<file path="src/pkg/irqfe_map.vh">
// Register offsets, field positions and reset values for the flag/enable slice
`ifndef IRQFE_MAP_VH
`define IRQFE_MAP_VH
`define IRQFE_ADDR_W          4
`define IRQFE_DATA_W          16
`define IRQFE_OFF_FLAGS3      4'h0
`define IRQFE_OFF_ENABLES0    4'h2
`define IRQFE_FLAGS3_RST      16'h0000
`define IRQFE_ENABLES0_RST    16'h0000
`define IRQFE_FLAGS3_MASK     16'h00F6
`define IRQFE_ENABLES0_MASK   16'h7FFF
`define IRQFE_BIT_CAN2_TX     7
`define IRQFE_BIT_CAN1_TX     6
`define IRQFE_BIT_DMA7        5
`define IRQFE_BIT_DMA6        4
`define IRQFE_BIT_UART2_ERR   2
`define IRQFE_BIT_UART1_ERR   1
`define IRQFE_BIT_DMA1_EN     14
`define IRQFE_BIT_ADC1_EN     13
`define IRQFE_BIT_UART1TX_EN  12
`define IRQFE_BIT_UART1RX_EN  11
`define IRQFE_BIT_SPI1EV_EN   10
`define IRQFE_BIT_SPI1ER_EN   9
`define IRQFE_BIT_TMR3_EN     8
`define IRQFE_BIT_TMR2_EN     7
`define IRQFE_BIT_CMP2_EN     6
`define IRQFE_BIT_CAP2_EN     5
`define IRQFE_BIT_DMA0_EN     4
`define IRQFE_BIT_TMR1_EN     3
`define IRQFE_BIT_CMP1_EN     2
`define IRQFE_BIT_CAP1_EN     1
`define IRQFE_BIT_EXT0_EN     0
`endif

</file>
<file path="src/rtl/irqfe_top.v">
// Interrupt flag register 3 and enable register 0 with register port
//
// The register addresses and the plain strobed port were left to the implementer.
`include "irqfe_map.vh"
module irqfe_top (
    input  wire        i_mclk,
    input  wire        i_rst_n,
    input  wire [3:0]  i_addr,
    input  wire [15:0] i_wdata,
    input  wire        i_wr,
    input  wire        i_rd,
    output wire [15:0] o_rdata,
    input  wire        i_can2_tx_req,
    input  wire        i_can1_tx_req,
    input  wire        i_dma_ch7_done,
    input  wire        i_dma_ch6_done,
    input  wire        i_uart2_error,
    input  wire        i_uart1_error,
    input  wire [14:0] i_flag_in_other,
    output wire [15:0] o_flags3_req,
    output wire [14:0] o_enables0
);
    // -----------------------------
    // Address decode
    // -----------------------------
    function sel;
        input [3:0] a;
        input [3:0] off;
        begin
            sel = (a == off);
        end
    endfunction

    // True for either register offset; every other offset reads back zero
    function mapped;
        input [3:0] a;
        begin
            mapped = sel(a, `IRQFE_OFF_FLAGS3) | sel(a, `IRQFE_OFF_ENABLES0);
        end
    endfunction

    wire        wr_flags;
    wire        wr_en;
    wire [15:0] set_vec;
    wire [15:0] flags;
    wire [15:0] enables;
    wire [15:0] gated;
    reg  [15:0] rdata_q;
    wire        rd_flags;
    wire        rd_en;
    wire        rd_hit;
    wire [15:0] flags_view;
    wire [15:0] enables_view;
    wire [15:0] rd_word;

    // Named flag fields
    wire        can2_tx_request_flag;
    wire        can1_tx_request_flag;
    wire        dma_ch7_done_flag;
    wire        dma_ch6_done_flag;
    wire        uart2_error_flag;
    wire        uart1_error_flag;

    // Named enable fields
    wire        dma_ch1_done_enable;
    wire        adc1_done_enable;
    wire        uart1_tx_enable_irq;
    wire        uart1_rx_enable_irq;
    wire        spi1_event_enable;
    wire        spi1_error_enable;
    wire        timer3_irq_enable;
    wire        timer2_irq_enable;
    wire        compare2_irq_enable;
    wire        capture2_irq_enable;
    wire        dma_ch0_done_enable;
    wire        timer1_irq_enable;
    wire        compare1_irq_enable;
    wire        capture1_irq_enable;
    wire        ext_irq0_enable;

    // Requests passed on to the priority logic
    wire        dma_ch1_done_req;
    wire        adc1_done_req;
    wire        uart1_tx_req;
    wire        uart1_rx_req;
    wire        spi1_event_req;
    wire        spi1_error_req;
    wire        timer3_req;
    wire        timer2_req;
    wire        compare2_req;
    wire        capture2_req;
    wire        dma_ch0_done_req;
    wire        timer1_req;
    wire        compare1_req;
    wire        capture1_req;
    wire        ext_irq0_req;

    assign wr_flags = i_wr & sel(i_addr, `IRQFE_OFF_FLAGS3);
    assign wr_en    = i_wr & sel(i_addr, `IRQFE_OFF_ENABLES0);
    assign rd_flags = i_rd & sel(i_addr, `IRQFE_OFF_FLAGS3);
    assign rd_en    = i_rd & sel(i_addr, `IRQFE_OFF_ENABLES0);
    assign rd_hit   = i_rd & mapped(i_addr);

    // -----------------------------
    // Source mapping
    // -----------------------------
    assign set_vec[15:8]                = 8'h00;
    assign set_vec[`IRQFE_BIT_CAN2_TX]  = i_can2_tx_req;
    assign set_vec[`IRQFE_BIT_CAN1_TX]  = i_can1_tx_req;
    assign set_vec[`IRQFE_BIT_DMA7]     = i_dma_ch7_done;
    assign set_vec[`IRQFE_BIT_DMA6]     = i_dma_ch6_done;
    assign set_vec[3]                   = 1'b0;
    assign set_vec[`IRQFE_BIT_UART2_ERR] = i_uart2_error;
    assign set_vec[`IRQFE_BIT_UART1_ERR] = i_uart1_error;
    assign set_vec[0]                   = 1'b0;

    irqfe_flag_bank u_flags (
        .i_mclk  (i_mclk),
        .i_rst_n (i_rst_n),
        .i_wr    (wr_flags),
        .i_wdata (i_wdata),
        .i_set   (set_vec),
        .o_flags (flags)
    );

    // Enable bits' flags live in other flag registers, brought in as a vector
    irqfe_enable_bank u_en (
        .i_mclk    (i_mclk),
        .i_rst_n   (i_rst_n),
        .i_wr      (wr_en),
        .i_wdata   (i_wdata),
        .i_flags   ({1'b0, i_flag_in_other}),
        .o_enables (enables),
        .o_gated   (gated)
    );

    // -----------------------------
    // Flag fields
    // -----------------------------
    assign can2_tx_request_flag = flags[`IRQFE_BIT_CAN2_TX];
    assign can1_tx_request_flag = flags[`IRQFE_BIT_CAN1_TX];
    assign dma_ch7_done_flag    = flags[`IRQFE_BIT_DMA7];
    assign dma_ch6_done_flag    = flags[`IRQFE_BIT_DMA6];
    assign uart2_error_flag     = flags[`IRQFE_BIT_UART2_ERR];
    assign uart1_error_flag     = flags[`IRQFE_BIT_UART1_ERR];

    // Flag 3 sources have their enables elsewhere; exported raw
    assign o_flags3_req = flags;

    // -----------------------------
    // Enable fields
    // -----------------------------
    assign dma_ch1_done_enable = enables[`IRQFE_BIT_DMA1_EN];
    assign adc1_done_enable    = enables[`IRQFE_BIT_ADC1_EN];
    assign uart1_tx_enable_irq = enables[`IRQFE_BIT_UART1TX_EN];
    assign uart1_rx_enable_irq = enables[`IRQFE_BIT_UART1RX_EN];
    assign spi1_event_enable   = enables[`IRQFE_BIT_SPI1EV_EN];
    assign spi1_error_enable   = enables[`IRQFE_BIT_SPI1ER_EN];
    assign timer3_irq_enable   = enables[`IRQFE_BIT_TMR3_EN];
    assign timer2_irq_enable   = enables[`IRQFE_BIT_TMR2_EN];
    assign compare2_irq_enable = enables[`IRQFE_BIT_CMP2_EN];
    assign capture2_irq_enable = enables[`IRQFE_BIT_CAP2_EN];
    assign dma_ch0_done_enable = enables[`IRQFE_BIT_DMA0_EN];
    assign timer1_irq_enable   = enables[`IRQFE_BIT_TMR1_EN];
    assign compare1_irq_enable = enables[`IRQFE_BIT_CMP1_EN];
    assign capture1_irq_enable = enables[`IRQFE_BIT_CAP1_EN];
    assign ext_irq0_enable     = enables[`IRQFE_BIT_EXT0_EN];

    // -----------------------------
    // Gated requests
    // -----------------------------
    // Each request needs both its pending flag and its enable bit
    assign dma_ch1_done_req = gated[`IRQFE_BIT_DMA1_EN];
    assign adc1_done_req    = gated[`IRQFE_BIT_ADC1_EN];
    assign uart1_tx_req     = gated[`IRQFE_BIT_UART1TX_EN];
    assign uart1_rx_req     = gated[`IRQFE_BIT_UART1RX_EN];
    assign spi1_event_req   = gated[`IRQFE_BIT_SPI1EV_EN];
    assign spi1_error_req   = gated[`IRQFE_BIT_SPI1ER_EN];
    assign timer3_req       = gated[`IRQFE_BIT_TMR3_EN];
    assign timer2_req       = gated[`IRQFE_BIT_TMR2_EN];
    assign compare2_req     = gated[`IRQFE_BIT_CMP2_EN];
    assign capture2_req     = gated[`IRQFE_BIT_CAP2_EN];
    assign dma_ch0_done_req = gated[`IRQFE_BIT_DMA0_EN];
    assign timer1_req       = gated[`IRQFE_BIT_TMR1_EN];
    assign compare1_req     = gated[`IRQFE_BIT_CMP1_EN];
    assign capture1_req     = gated[`IRQFE_BIT_CAP1_EN];
    assign ext_irq0_req     = gated[`IRQFE_BIT_EXT0_EN];

    assign o_enables0 = {
        dma_ch1_done_req,
        adc1_done_req,
        uart1_tx_req,
        uart1_rx_req,
        spi1_event_req,
        spi1_error_req,
        timer3_req,
        timer2_req,
        compare2_req,
        capture2_req,
        dma_ch0_done_req,
        timer1_req,
        compare1_req,
        capture1_req,
        ext_irq0_req
    };

    // -----------------------------
    // Read-back words
    // -----------------------------
    assign flags_view = {
        8'h00,
        can2_tx_request_flag,
        can1_tx_request_flag,
        dma_ch7_done_flag,
        dma_ch6_done_flag,
        1'b0,
        uart2_error_flag,
        uart1_error_flag,
        1'b0
    };

    assign enables_view = {
        1'b0,
        dma_ch1_done_enable,
        adc1_done_enable,
        uart1_tx_enable_irq,
        uart1_rx_enable_irq,
        spi1_event_enable,
        spi1_error_enable,
        timer3_irq_enable,
        timer2_irq_enable,
        compare2_irq_enable,
        capture2_irq_enable,
        dma_ch0_done_enable,
        timer1_irq_enable,
        compare1_irq_enable,
        capture1_irq_enable,
        ext_irq0_enable
    };

    // Unmapped offsets select neither word and so read zero
    assign rd_word = ({16{rd_flags}} & flags_view) | ({16{rd_en}} & enables_view);

    // -----------------------------
    // Read port
    // -----------------------------
    always @(posedge i_mclk or negedge i_rst_n) begin
        if (!i_rst_n) begin
            rdata_q <= 16'h0000;
        end else if (rd_hit) begin
            rdata_q <= rd_word;
        end else begin
            // Zero outside the reply cycle so stale data never lingers
            rdata_q <= 16'h0000;
        end
    end

    assign o_rdata = rdata_q;
endmodule // irqfe_top

</file>
<file path="src/rtl/irqfe_flag_bank.v">
// Sticky flag register bank with hardware set and software write
`include "irqfe_map.vh"
module irqfe_flag_bank (
    input  wire        i_mclk,
    input  wire        i_rst_n,
    input  wire        i_wr,
    input  wire [15:0] i_wdata,
    input  wire [15:0] i_set,
    output wire [15:0] o_flags
);
    reg  [15:0] flags_q;
    reg  [15:0] flags_d;

    // -----------------------------
    // Flag update
    // -----------------------------
    always @* begin
        flags_d = flags_q;
        if (i_wr) begin
            flags_d = i_wdata;
        end
        // Set beats a same-cycle software clear
        flags_d = (flags_d | i_set) & `IRQFE_FLAGS3_MASK;
    end

    always @(posedge i_mclk or negedge i_rst_n) begin
        if (!i_rst_n) begin
            flags_q <= `IRQFE_FLAGS3_RST;
        end else begin
            flags_q <= flags_d;
        end
    end

    assign o_flags = flags_q;
endmodule // irqfe_flag_bank

</file>
<file path="src/rtl/irqfe_enable_bank.v">
// Enable register and request gating
`include "irqfe_map.vh"
module irqfe_enable_bank (
    input  wire        i_mclk,
    input  wire        i_rst_n,
    input  wire        i_wr,
    input  wire [15:0] i_wdata,
    input  wire [15:0] i_flags,
    output wire [15:0] o_enables,
    output wire [15:0] o_gated
);
    reg  [15:0] en_q;

    always @(posedge i_mclk or negedge i_rst_n) begin
        if (!i_rst_n) begin
            en_q <= `IRQFE_ENABLES0_RST;
        end else if (i_wr) begin
            en_q <= i_wdata & `IRQFE_ENABLES0_MASK;
        end
    end

    assign o_enables = en_q;
    // Forward only while flag and enable are both set
    assign o_gated   = i_flags & en_q;
endmodule // irqfe_enable_bank

</file>
<file path="config.mk">
export PLATFORM = sky130hd
export DESIGN_NAME = irqfe_top
export DESIGN_NICKNAME = d
export VERILOG_FILES = /design/src/rtl/irqfe_top.v /design/src/rtl/irqfe_flag_bank.v /design/src/rtl/irqfe_enable_bank.v
export VERILOG_INCLUDE_DIRS = /design/src /design/src/pkg
export SDC_FILE = /design/constraint.sdc
export NUM_CORES = 1
export LEC_CHECK = 0
export ABC_AREA = 1
export BUFFER_PORTS_ARGS = -buffer_cell sky130_fd_sc_hd__buf_4
export CAP_MARGIN = 15
export CORE_MARGIN = 2
export CORE_UTILIZATION = 44
export DETAILED_ROUTE_END_ITERATION = 6
export GPL_TIMING_DRIVEN = 0
export HOLD_SLACK_MARGIN = 0.06
export PLACE_DENSITY = 0.79
export RECOVER_POWER = 100
export SLEW_MARGIN = 30
export SYNTH_ARGS = -nofsm -noshare
export SYNTH_HDL_FRONTEND = slang
export SYNTH_HIERARCHICAL = 1
export SYNTH_SLANG_ARGS = --single-unit
</file>
<file path="constraint.sdc">
create_clock -name i_mclk -period 1 [get_ports i_mclk]
set_clock_uncertainty 0.15 [all_clocks]
set_input_delay 0.05 -clock i_mclk [delete_from_list [all_inputs] [get_ports i_mclk]]
set_output_delay 0.05 -clock i_mclk [all_outputs]
set_load 0.01 [all_outputs]
</file>
==> impl_results.md, run 1 <==
- Status: finished with violations
- Failing checks: hold timing, setup timing
- Post-detail-place hpwl: 2.77 mm
- CP startpoint: u_en/o_enables[0]$_DFFE_PN0P_
- Clk buf depth: 2
- Min-Delay Path Class: primary input to flip-flop
- Worst VDD drop: approximately 1.1 mV
- Avg Inst Size Synth: between 8 and 9 sq um
- Fin Hold WS: -0.0622 ns
- Max frequency: roughly 890 MHz
- Reg2Reg Launch Point: u_en/o_enables[1]$_DFFE_PN0P_
- Total die area: approximately 0.0044 sq mm
- Synth Instances: 201
- WL per Instance: between 10 and 15 microns
- First-pass GRT wire length: 7.62 mm
- Final setup fails: 38
- Vias in the first global route: 1658
- Yosys warnings: 6
- P_int: between 0.002 and 0.003 W
- Maxcap violations: 0
- Worst R2R Setup Slack: -0.01 ns
- Num CTS Buffers: 5
- Clock slew at reported path FFs: 0.07 ns
- Port Buffers: 79
- Initial antenna violation count: 0
- Critical Path AT: just over 0.9 ns
- Root Driver: clkbuf_8
- Die Y: 66.1 microns
- # diodes: 0
- Site row count: 22
- Sw frac: 0.274
- Final period utilization: 1.13
- FF-to-FF End: o_rdata[1]$_DFF_PN0_
- Detailed Route WL: 5.72 mm
- Final setup margin: -0.130 ns
- Initial drt markers: 85
- Crit path time final: around 1.1 ns
- Dpl cells: 337
- Nets@finish: 400
- Top Ports: a little over 90
- Clk_lat worst skew: around 0.28 ns
- Grt ovf: 0
- Largest net degree at the start of global routing: 37
- Comb power frac: 0.307
- Cell Area, Synth: roughly 0.0017 sq mm
- Final Hold Fails: 6
- CTS tree: done
- Post-route ant nets: 0
- Clock share of power: 0.272
- Dpl ws: -0.427 ns
- # DRC: 0
- Ratio of cells with drive above 1 in the final layout: 0.459
- Drt via density: between 4 and 5
- Seq pwr share: 0.421
- R2R depth: 4
- H-tree levels: 2
- PD cells: between 1000 and 1500 mW/mm^2
- Util after Layout: 0.870
- CP max FO: 2
- Final Max Tran Viols: 0
- Total GRT Usage: 0.239
- RD Place Congestion: around 0.8
- Vias: roughly 1.9k
- Area grow syn2layout: 89.1%
- Startpoint types: flip-flop
- Worst setup EP type: output port
- Drt pass-1 iters: 4
- Switch Pwr: about 0.0011 W
- Non-filler cells, final: between 400 and 500
- Critical path data required time: ~0.8 ns
- DIE WIDTH: approximately 66 microns
- Kind of critical path: flip-flop to output port
- P_leak: 1.83 nW
- Final setup TNS: -2.06 ns
- Starting Density: 0.460
- Clock sinks: 36
- Placeable Area: roughly 0.0037 sq mm
- Worst setup path endpoint: o_enables0[0]
- RSZ-0062 raised after global routing: true
-- worst min path at each step --
stage | from | endpoint | slack [ns] | cells after the start
2_1_floorplan | i_rst_n | o_rdata[0]$_DFF_PN0_ | -0.40 | 0
3_3_place_gp | i_rst_n | u_flags/o_flags[6]$_DFF_PN0_ | -0.12 | 1
3_5_place_dp | i_rst_n | u_flags/o_flags[6]$_DFF_PN0_ | -0.13 | 1
4_1_cts | i_addr[1] | o_rdata[7]$_DFF_PN0_ | -0.06 | 4
5_1_grt | i_addr[1] | o_rdata[5]$_DFF_PN0_ | -0.06 | 4
6_report | i_addr[1] | o_rdata[4]$_DFF_PN0_ | -0.06 | 4
-- critical path: stages, from the launching register on --
cell and delay (ns):
dfrtp_1 0.39, nand2_1 0.09, inv_1 0.05, buf_6 0.11
-- layout by cell type, fill, tap and decap left out, types with 2 or more instances in the layout --
master and n:
nand3_1 6, nand4_1 12, nor2_1 9, nor2_4 4
dlygate4sd3_1 23, clkbuf_4 2, inv_1 30, dfrtp_1 36
nand2_1 65, nand2_4 4, inv_2 3, buf_4 82
clkbuf_8 7, buf_6 44, nand2_2 11, conb_1 11
-- area by class of cell --
cell class	count	area [sq um]
multi-input cells	124	607
inverters	34	140
clock buffers	7	96.3
fillers	183	478
plain buffers	16	141
repair buffers	138	1260
flip-flops and latches	36	901
well taps	48	60.1
-- metal layers --
metal | global-route usage | share of wire
met5 | 0 | 0
met4 | 0.0944 | 0.034
met3 | 0.0681 | 0.064
met2 | 0.435 | 0.55
met1 | 0.258 | 0.35
-- power by group through the flow --
stage / combinational [W] / sequential [W] / clock, W
2_1_floorplan: 0.000342 / 0.00172 / 0
3_3_place_gp: 0.000662 / 0.00174 / 0
3_5_place_dp: 0.000681 / 0.00175 / 0
4_1_cts: 0.00106 / 0.00167 / 0.00111
5_1_grt: 0.00133 / 0.00170 / 0.00118
6_report: 0.00123 / 0.00169 / 0.00109
-- stage by stage --
step	area (sq um)	power, W
after global routing	3210	0.00421
after CTS	2980	0.00384
after global placement	2390	0.00241
after floorplan	1740	0.00206
final	3210	0.00401
after detailed placement	2390	0.00243
-- state kept, by name, summed over array words and instances, names as in the netlist --
name,cells
u_en/o_enables,15
u_flags/o_flags,6
o_rdata,15
-- what timing repair did --
item,4_1_cts,5_1_grt
setup endpoints to repair,38,63
resized for setup,20,36
endpoints found under the hold margin,72,15
buffers inserted,25,14
gates cloned,0,1
hold buffers,23,1
pin swaps,16,24
No activity file was read; power rests on OpenSTA's default activity.
==> inputs of run 2 (changes only) <==
REMOVE_ABC_BUFFERS = 1   (was unset)
==> impl_results.md, run 2 (synthesized netlist as in run 1, its figures left out) <==
- Status: finished with violations
- Failing checks: hold timing, setup timing
- Final period utilization: 1.11
- Placed cell area: around 0.0022 sq mm
- Port Buffers: between 70 and 80
- Total GRT Usage: 0.245
- Gate family responsible for the most delay along the worst path: flip-flops
- CTS tree: done
- Post-detail-place hpwl: approximately 2.7 mm
- Buf+Inv Stages, Crit Path: 2
- WL per Instance: roughly 13 microns
- Max frequency: between 900 and 1000 MHz
- Worst hold path depth: 4
- Die Y: ~66 microns
- Reg2Reg Launch Point: u_en/o_enables[6]$_DFFE_PN0P_
- Initial drt markers: 73
- Critical Path AT: 0.91 ns
- CP max FO: 2
- First-pass GRT wire length: around 8.0 mm
- # DRC: 0
- Clock slew at reported path FFs: 0.07 ns
- Grt ovf: 0
- Final Cell Area: around 0.0029 sq mm
- RSZ-0062 raised after global routing: true
- Final setup fails: 27
- Worst VDD drop: between 1 and 1.5 mV
- Final Hold Fails: 5
- Nets@finish: roughly 380
- Seq pwr share: 0.418
- Worst R2R Setup Slack: -0.05 ns
- Maxcap violations: 0
- # diodes: 0
- Comb power frac: 0.270
- Crit path time final: between 1 and 1.5 ns
- RD Place Congestion: between 0.7 and 0.8
- Commonest non-fill, non-tap cells in the layout: nand2_1, buf_4, buf_6, dfrtp_1, inv_1
- Sw frac: 0.267
- Placeable Area: around 0.0037 sq mm
- H-tree levels: 2
- Top Ports: 92
- Clock share of power: 0.313
- Detailed Route WL: 5.01 mm
- Starting Density: 0.460
- Vias: between 1.5k and 2k
- WP depth: 3
- Fillers: 244
- FF-to-FF End: o_rdata[6]$_DFF_PN0_
- DIE WIDTH: 66.1 microns
- Drt pass-1 iters: 4
- Clock sinks: 36
- CP max stage delay: about 0.4 ns
- Ratio of cells with drive above 1 in the final layout: 0.395
- Worst setup EP type: output port
- Clk buf depth: 2
- Post-route ant nets: 0
- Commonest non-fill, non-tap cell in the layout: nand2_1
- Fin Hold WS: -0.0528 ns
- PD cells: between 1000 and 1500 mW/mm^2
- P_int: 0.00294 W
- Switch Pwr: around 0.0011 W
- Total die area: about 0.0044 sq mm
- Hold-fix buffers at CTS: 22
- Largest net degree at the start of global routing: 37
- Final setup TNS: -1.50 ns
- P_leak: 1.66 nW
- Startpoint types: flip-flop
- Final setup margin: -0.110 ns
- Vias in the first global route: approximately 1.8k
- Hold Path End: o_rdata[1]$_DFF_PN0_
- Area of the multi-input gates: between 500 and 600 sq um
- Critical path's slowest cell: dfrtp_1
- Final Max Tran Viols: 0
- CP cell instances: nand2_1 -> inv_2 -> buf_6
- Initial antenna violation count: 0
- Area grow syn2layout: 72.7%
- Num CTS Buffers: 5
- Root Driver: clkbuf_8
- Critical path data required time: 0.80 ns
- Site row count: 22
- Kind of critical path: flip-flop to output port
- Min-Delay Path Class: primary input to flip-flop
- Register area: 901 sq um
- Clk_lat worst skew: ~0.29 ns
- Drt via density: around 4.6
- Hold path startpoint: i_addr[0]
- R2R depth: 4
run 2: cell types whose count changed in the layout (fill, tap and decap cells not counted), moves of 2 or more:
cell,previous run,this run
clkbuf_1,0,9
clkbuf_8,7,5
nand2_4,4,0
buf_6,44,37
nand2_1,65,68
buf_4,82,62
run 2: layer usage:
| metal | track usage | wire length (microns) |
|---|---|---|
| met1 | 0.264 | 1790 |
| met2 | 0.460 | 2790 |
| met3 | 0.0528 | 280 |
| met4 | 0.0944 | 148 |
| met5 | 0 | 0 |
run 2: worst max-delay path by stage:
stage,from,end
2_1_floorplan,i_addr[3],u_en/o_enables[0]$_DFFE_PN0P_
3_5_place_dp,i_addr[3],u_en/o_enables[13]$_DFFE_PN0P_
6_report,u_en/o_enables[0]$_DFFE_PN0P_,o_enables0[0]
3_3_place_gp,i_addr[3],u_en/o_enables[13]$_DFFE_PN0P_
4_1_cts,u_en/o_enables[7]$_DFFE_PN0P_,o_enables0[7]
5_1_grt,u_en/o_enables[13]$_DFFE_PN0P_,o_enables0[13]
run 2: worst reg2reg max path, delay by kind of cell, from the launching register on:
family	cells	cell delay (ns)
flops	1	0.39
buf+inv	2	0.25
simple gates	2	0.16
run 2: metrics by stage:
| step | setup WS [ns] | hold slack (ns) | util | std cells | total power, W |
|---|---|---|---|---|---|
| 2_1_floorplan | -0.583 | -0.396 | - | 194 | 0.00201 |
| 3_3_place_gp | -1.26 | -0.118 | 0.608 | 321 | 0.00236 |
| 3_5_place_dp | -0.905 | -0.118 | 0.609 | 321 | 0.00238 |
| 4_1_cts | -0.104 | -0.0743 | 0.783 | 378 | 0.00395 |
| 5_1_grt | -0.146 | -0.0362 | 0.795 | 382 | 0.00419 |
| 6_report | -0.110 | -0.0528 | 0.795 | 382 | 0.00401 |
run 2: power by group through the flow:
stage / Combinational (W) / Clock (W) / Sequential, W
after floorplan: 0.000290 / 0 / 0.00172
after global placement: 0.000616 / 0 / 0.00174
after detailed placement: 0.000634 / 0 / 0.00175
after CTS: 0.00103 / 0.00125 / 0.00167
after global routing: 0.00118 / 0.00133 / 0.00169
final: 0.00108 / 0.00125 / 0.00168
run 2: layout make-up:
class                           count  share of cell area
Clock buffer                        6              0.0247
Sequential cell                    36               0.307
Clock inverter                      2              0.0119
Inverter                           34              0.0452
Tap cell                           48              0.0205
Multi-Input combinational cell    124               0.198
Timing Repair Buffer              132               0.393
run 2: what timing repair did:
| item | in CTS | in global routing |
|---|---|---|
| pin swaps | 18 | 17 |
| setup endpoints to repair | 45 | 35 |
| setup buffers | 27 | 4 |
| gates resized for setup | 29 | 19 |
| hold endpoints to repair | 72 | 15 |
==> inputs of run 3 (changes only) <==
CELL_PAD_IN_SITES_DETAIL_PLACEMENT = 1   (was unset)
CELL_PAD_IN_SITES_GLOBAL_PLACEMENT = 2   (was unset)
CORE_UTILIZATION = 24   (was 44)
PLACE_DENSITY = unset   (was 0.79)
PLACE_DENSITY_LB_ADDON = 0.1   (was unset)
==> impl_results.md, run 3 (synthesized netlist as in run 1, its figures left out) <==
- Final period utilization: 1.10
- Status: finished with violations
- Final setup margin: -0.100 ns
- Worst Max-Slew Pin Slew: around 0.52 ns
- Final setup fails: 23
- Worst VDD drop: between 0.4 and 0.5 mV
- Commonest non-fill, non-tap cell in the layout: nand2_1
- Port Buffers: 79
- DIE WIDTH: slightly below 90 microns
- Grt ovf: 0
- Startpoint types: flip-flop
- Worst setup EP type: output port
- Total GRT Usage: 0.142
- # DRC: 0
- Clock share of power: 0.290
- RD Place Congestion: 0.733
- Worst R2R Setup Slack: -0.04 ns
- Util after Layout: 0.439
- Comb power frac: 0.279
- Area grow syn2layout: 76.6%
- WL per Instance: between 10 and 15 microns
- P_int: about 0.0028 W
- Die Y: slightly below 90 microns
- Drt pass-1 iters: 4
- Critical path data required time: about 0.80 ns
- PD cells: around 1300 mW/mm^2
- Initial antenna violation count: 0
- Fin Hold WS: -0.0635 ns
- Drt via density: roughly 4
- Reg2Reg Launch Point: u_en/o_enables[1]$_DFFE_PN0P_
- Min-Delay Path Class: primary input to flip-flop
- Initial drt markers: 13
- Worst hold path depth: 4
- Sw frac: 0.268
- Commonest non-fill, non-tap cells in the layout: nand2_1, buf_4, buf_6, dfrtp_1, inv_1
- H-tree levels: 2
- Crit path time final: ~1.1 ns
- Clk buf depth: 2
- Post-detail-place hpwl: approximately 3.3 mm
- Clock slew at reported path FFs: about 0.070 ns
- Post-route ant nets: 0
- RSZ-0062 raised after global routing: true
- Vias in the first global route: between 1.5k and 2k
- Total die area: between 0.007 and 0.008 sq mm
- Hold path startpoint: i_addr[1]
- Largest net degree at the start of global routing: 37
- FF-to-FF End: o_rdata[1]$_DFF_PN0_
- Switch Pwr: about 0.0010 W
- P_leak: 1.67 nW
- Final Hold Fails: 6
- Clk_lat worst skew: 0.28 ns
- CTS tree: done
- Starting Density: 0.249
- Ratio of cells with drive above 1 in the final layout: 0.423
- Vias: about 1.7k
- Final Max Tran Viols: 0
- R2R depth: 4
- Detailed Route WL: around 5.2 mm
- CP startpoint: u_en/o_enables[7]$_DFFE_PN0P_
- Placeable Area: approximately 0.007 sq mm
- Max frequency: 909 MHz
- Hold Path End: o_rdata[5]$_DFF_PN0_
- Failing checks: hold timing, setup timing
- Maxcap violations: 0
- Num CTS Buffers: 5
- Kind of critical path: flip-flop to output port
- Slew margin rel.: 0.651
- First-pass GRT wire length: 8.33 mm
- Hold-fix buffers at CTS: 22
- Final setup TNS: -1.34 ns
- Seq pwr share: 0.432
- Top Ports: between 90 and 100
- Clock sinks: 36
- Site row count: 30
- Nets@finish: around 380
- # diodes: 0
- Critical Path AT: around 0.90 ns
- CP max FO: 2
- Root Driver: clkbuf_8
run 3: worst max-delay path by stage:
stage | end | cells after the start
detailed placement | u_flags/o_flags[6]$_DFF_PN0_ | 7
global route | o_enables0[6] | 3
finish | o_enables0[7] | 3
floorplan | u_en/o_enables[0]$_DFFE_PN0P_ | 6
CTS | o_enables0[9] | 3
global placement | u_en/o_enables[0]$_DFFE_PN0P_ | 7
run 3: timing repair:
action	CTS	global route
setup buffers	26	4
endpoints found under the setup margin	48	36
pin swaps	19	17
gates resized for setup	32	18
endpoints found under the hold margin	72	13
run 3: power groups by stage:
stage	Sequential, W	Combinational (W)	Clock (W)
final	0.00167	0.00108	0.00112
after global routing	0.00169	0.00120	0.00122
after CTS	0.00167	0.00103	0.00116
after detailed placement	0.00175	0.000650	0
after global placement	0.00175	0.000635	0
after floorplan	0.00172	0.000290	0
run 3: critical path, stage by stage, from the launching register on:
cell	delay, ns
dfrtp_1	0.39
nand2_1	0.08
inv_2	0.04
buf_6	0.11
run 3: area by class of cell:
type	count	area, sq um
Clock buffer	7	96.3
Fill cell	836	3830
Sequential cell	36	901
Multi-Input combinational cell	124	567
Timing Repair Buffer	132	1180
Inverter	34	133
Tap cell	96	120
run 3: per-layer routing:
layer / track usage / up-vias / wire, microns
li1: - / 838 / -
met2: 0.255 / 54 / 2760
met1: 0.167 / 813 / 2070
met3: 0.0396 / 5 / 335
met5: 0 / - / 0
met4: 0.0372 / 0 / 41
run 3: metrics by stage:
step | power (W) | instances | worst slack, ns | area, sq um | hold slack (ns)
after floorplan | 0.00201 | 194 | -0.583 | 1590 | -0.396
final | 0.00387 | 429 | -0.100 | 3000 | -0.0635
after CTS | 0.00386 | 425 | -0.116 | 2950 | -0.0724
after detailed placement | 0.00240 | 370 | -0.959 | 2320 | -0.101
after global routing | 0.00411 | 429 | -0.160 | 3000 | -0.0484
after global placement | 0.00238 | 369 | -1.48 | 2300 | -0.0925
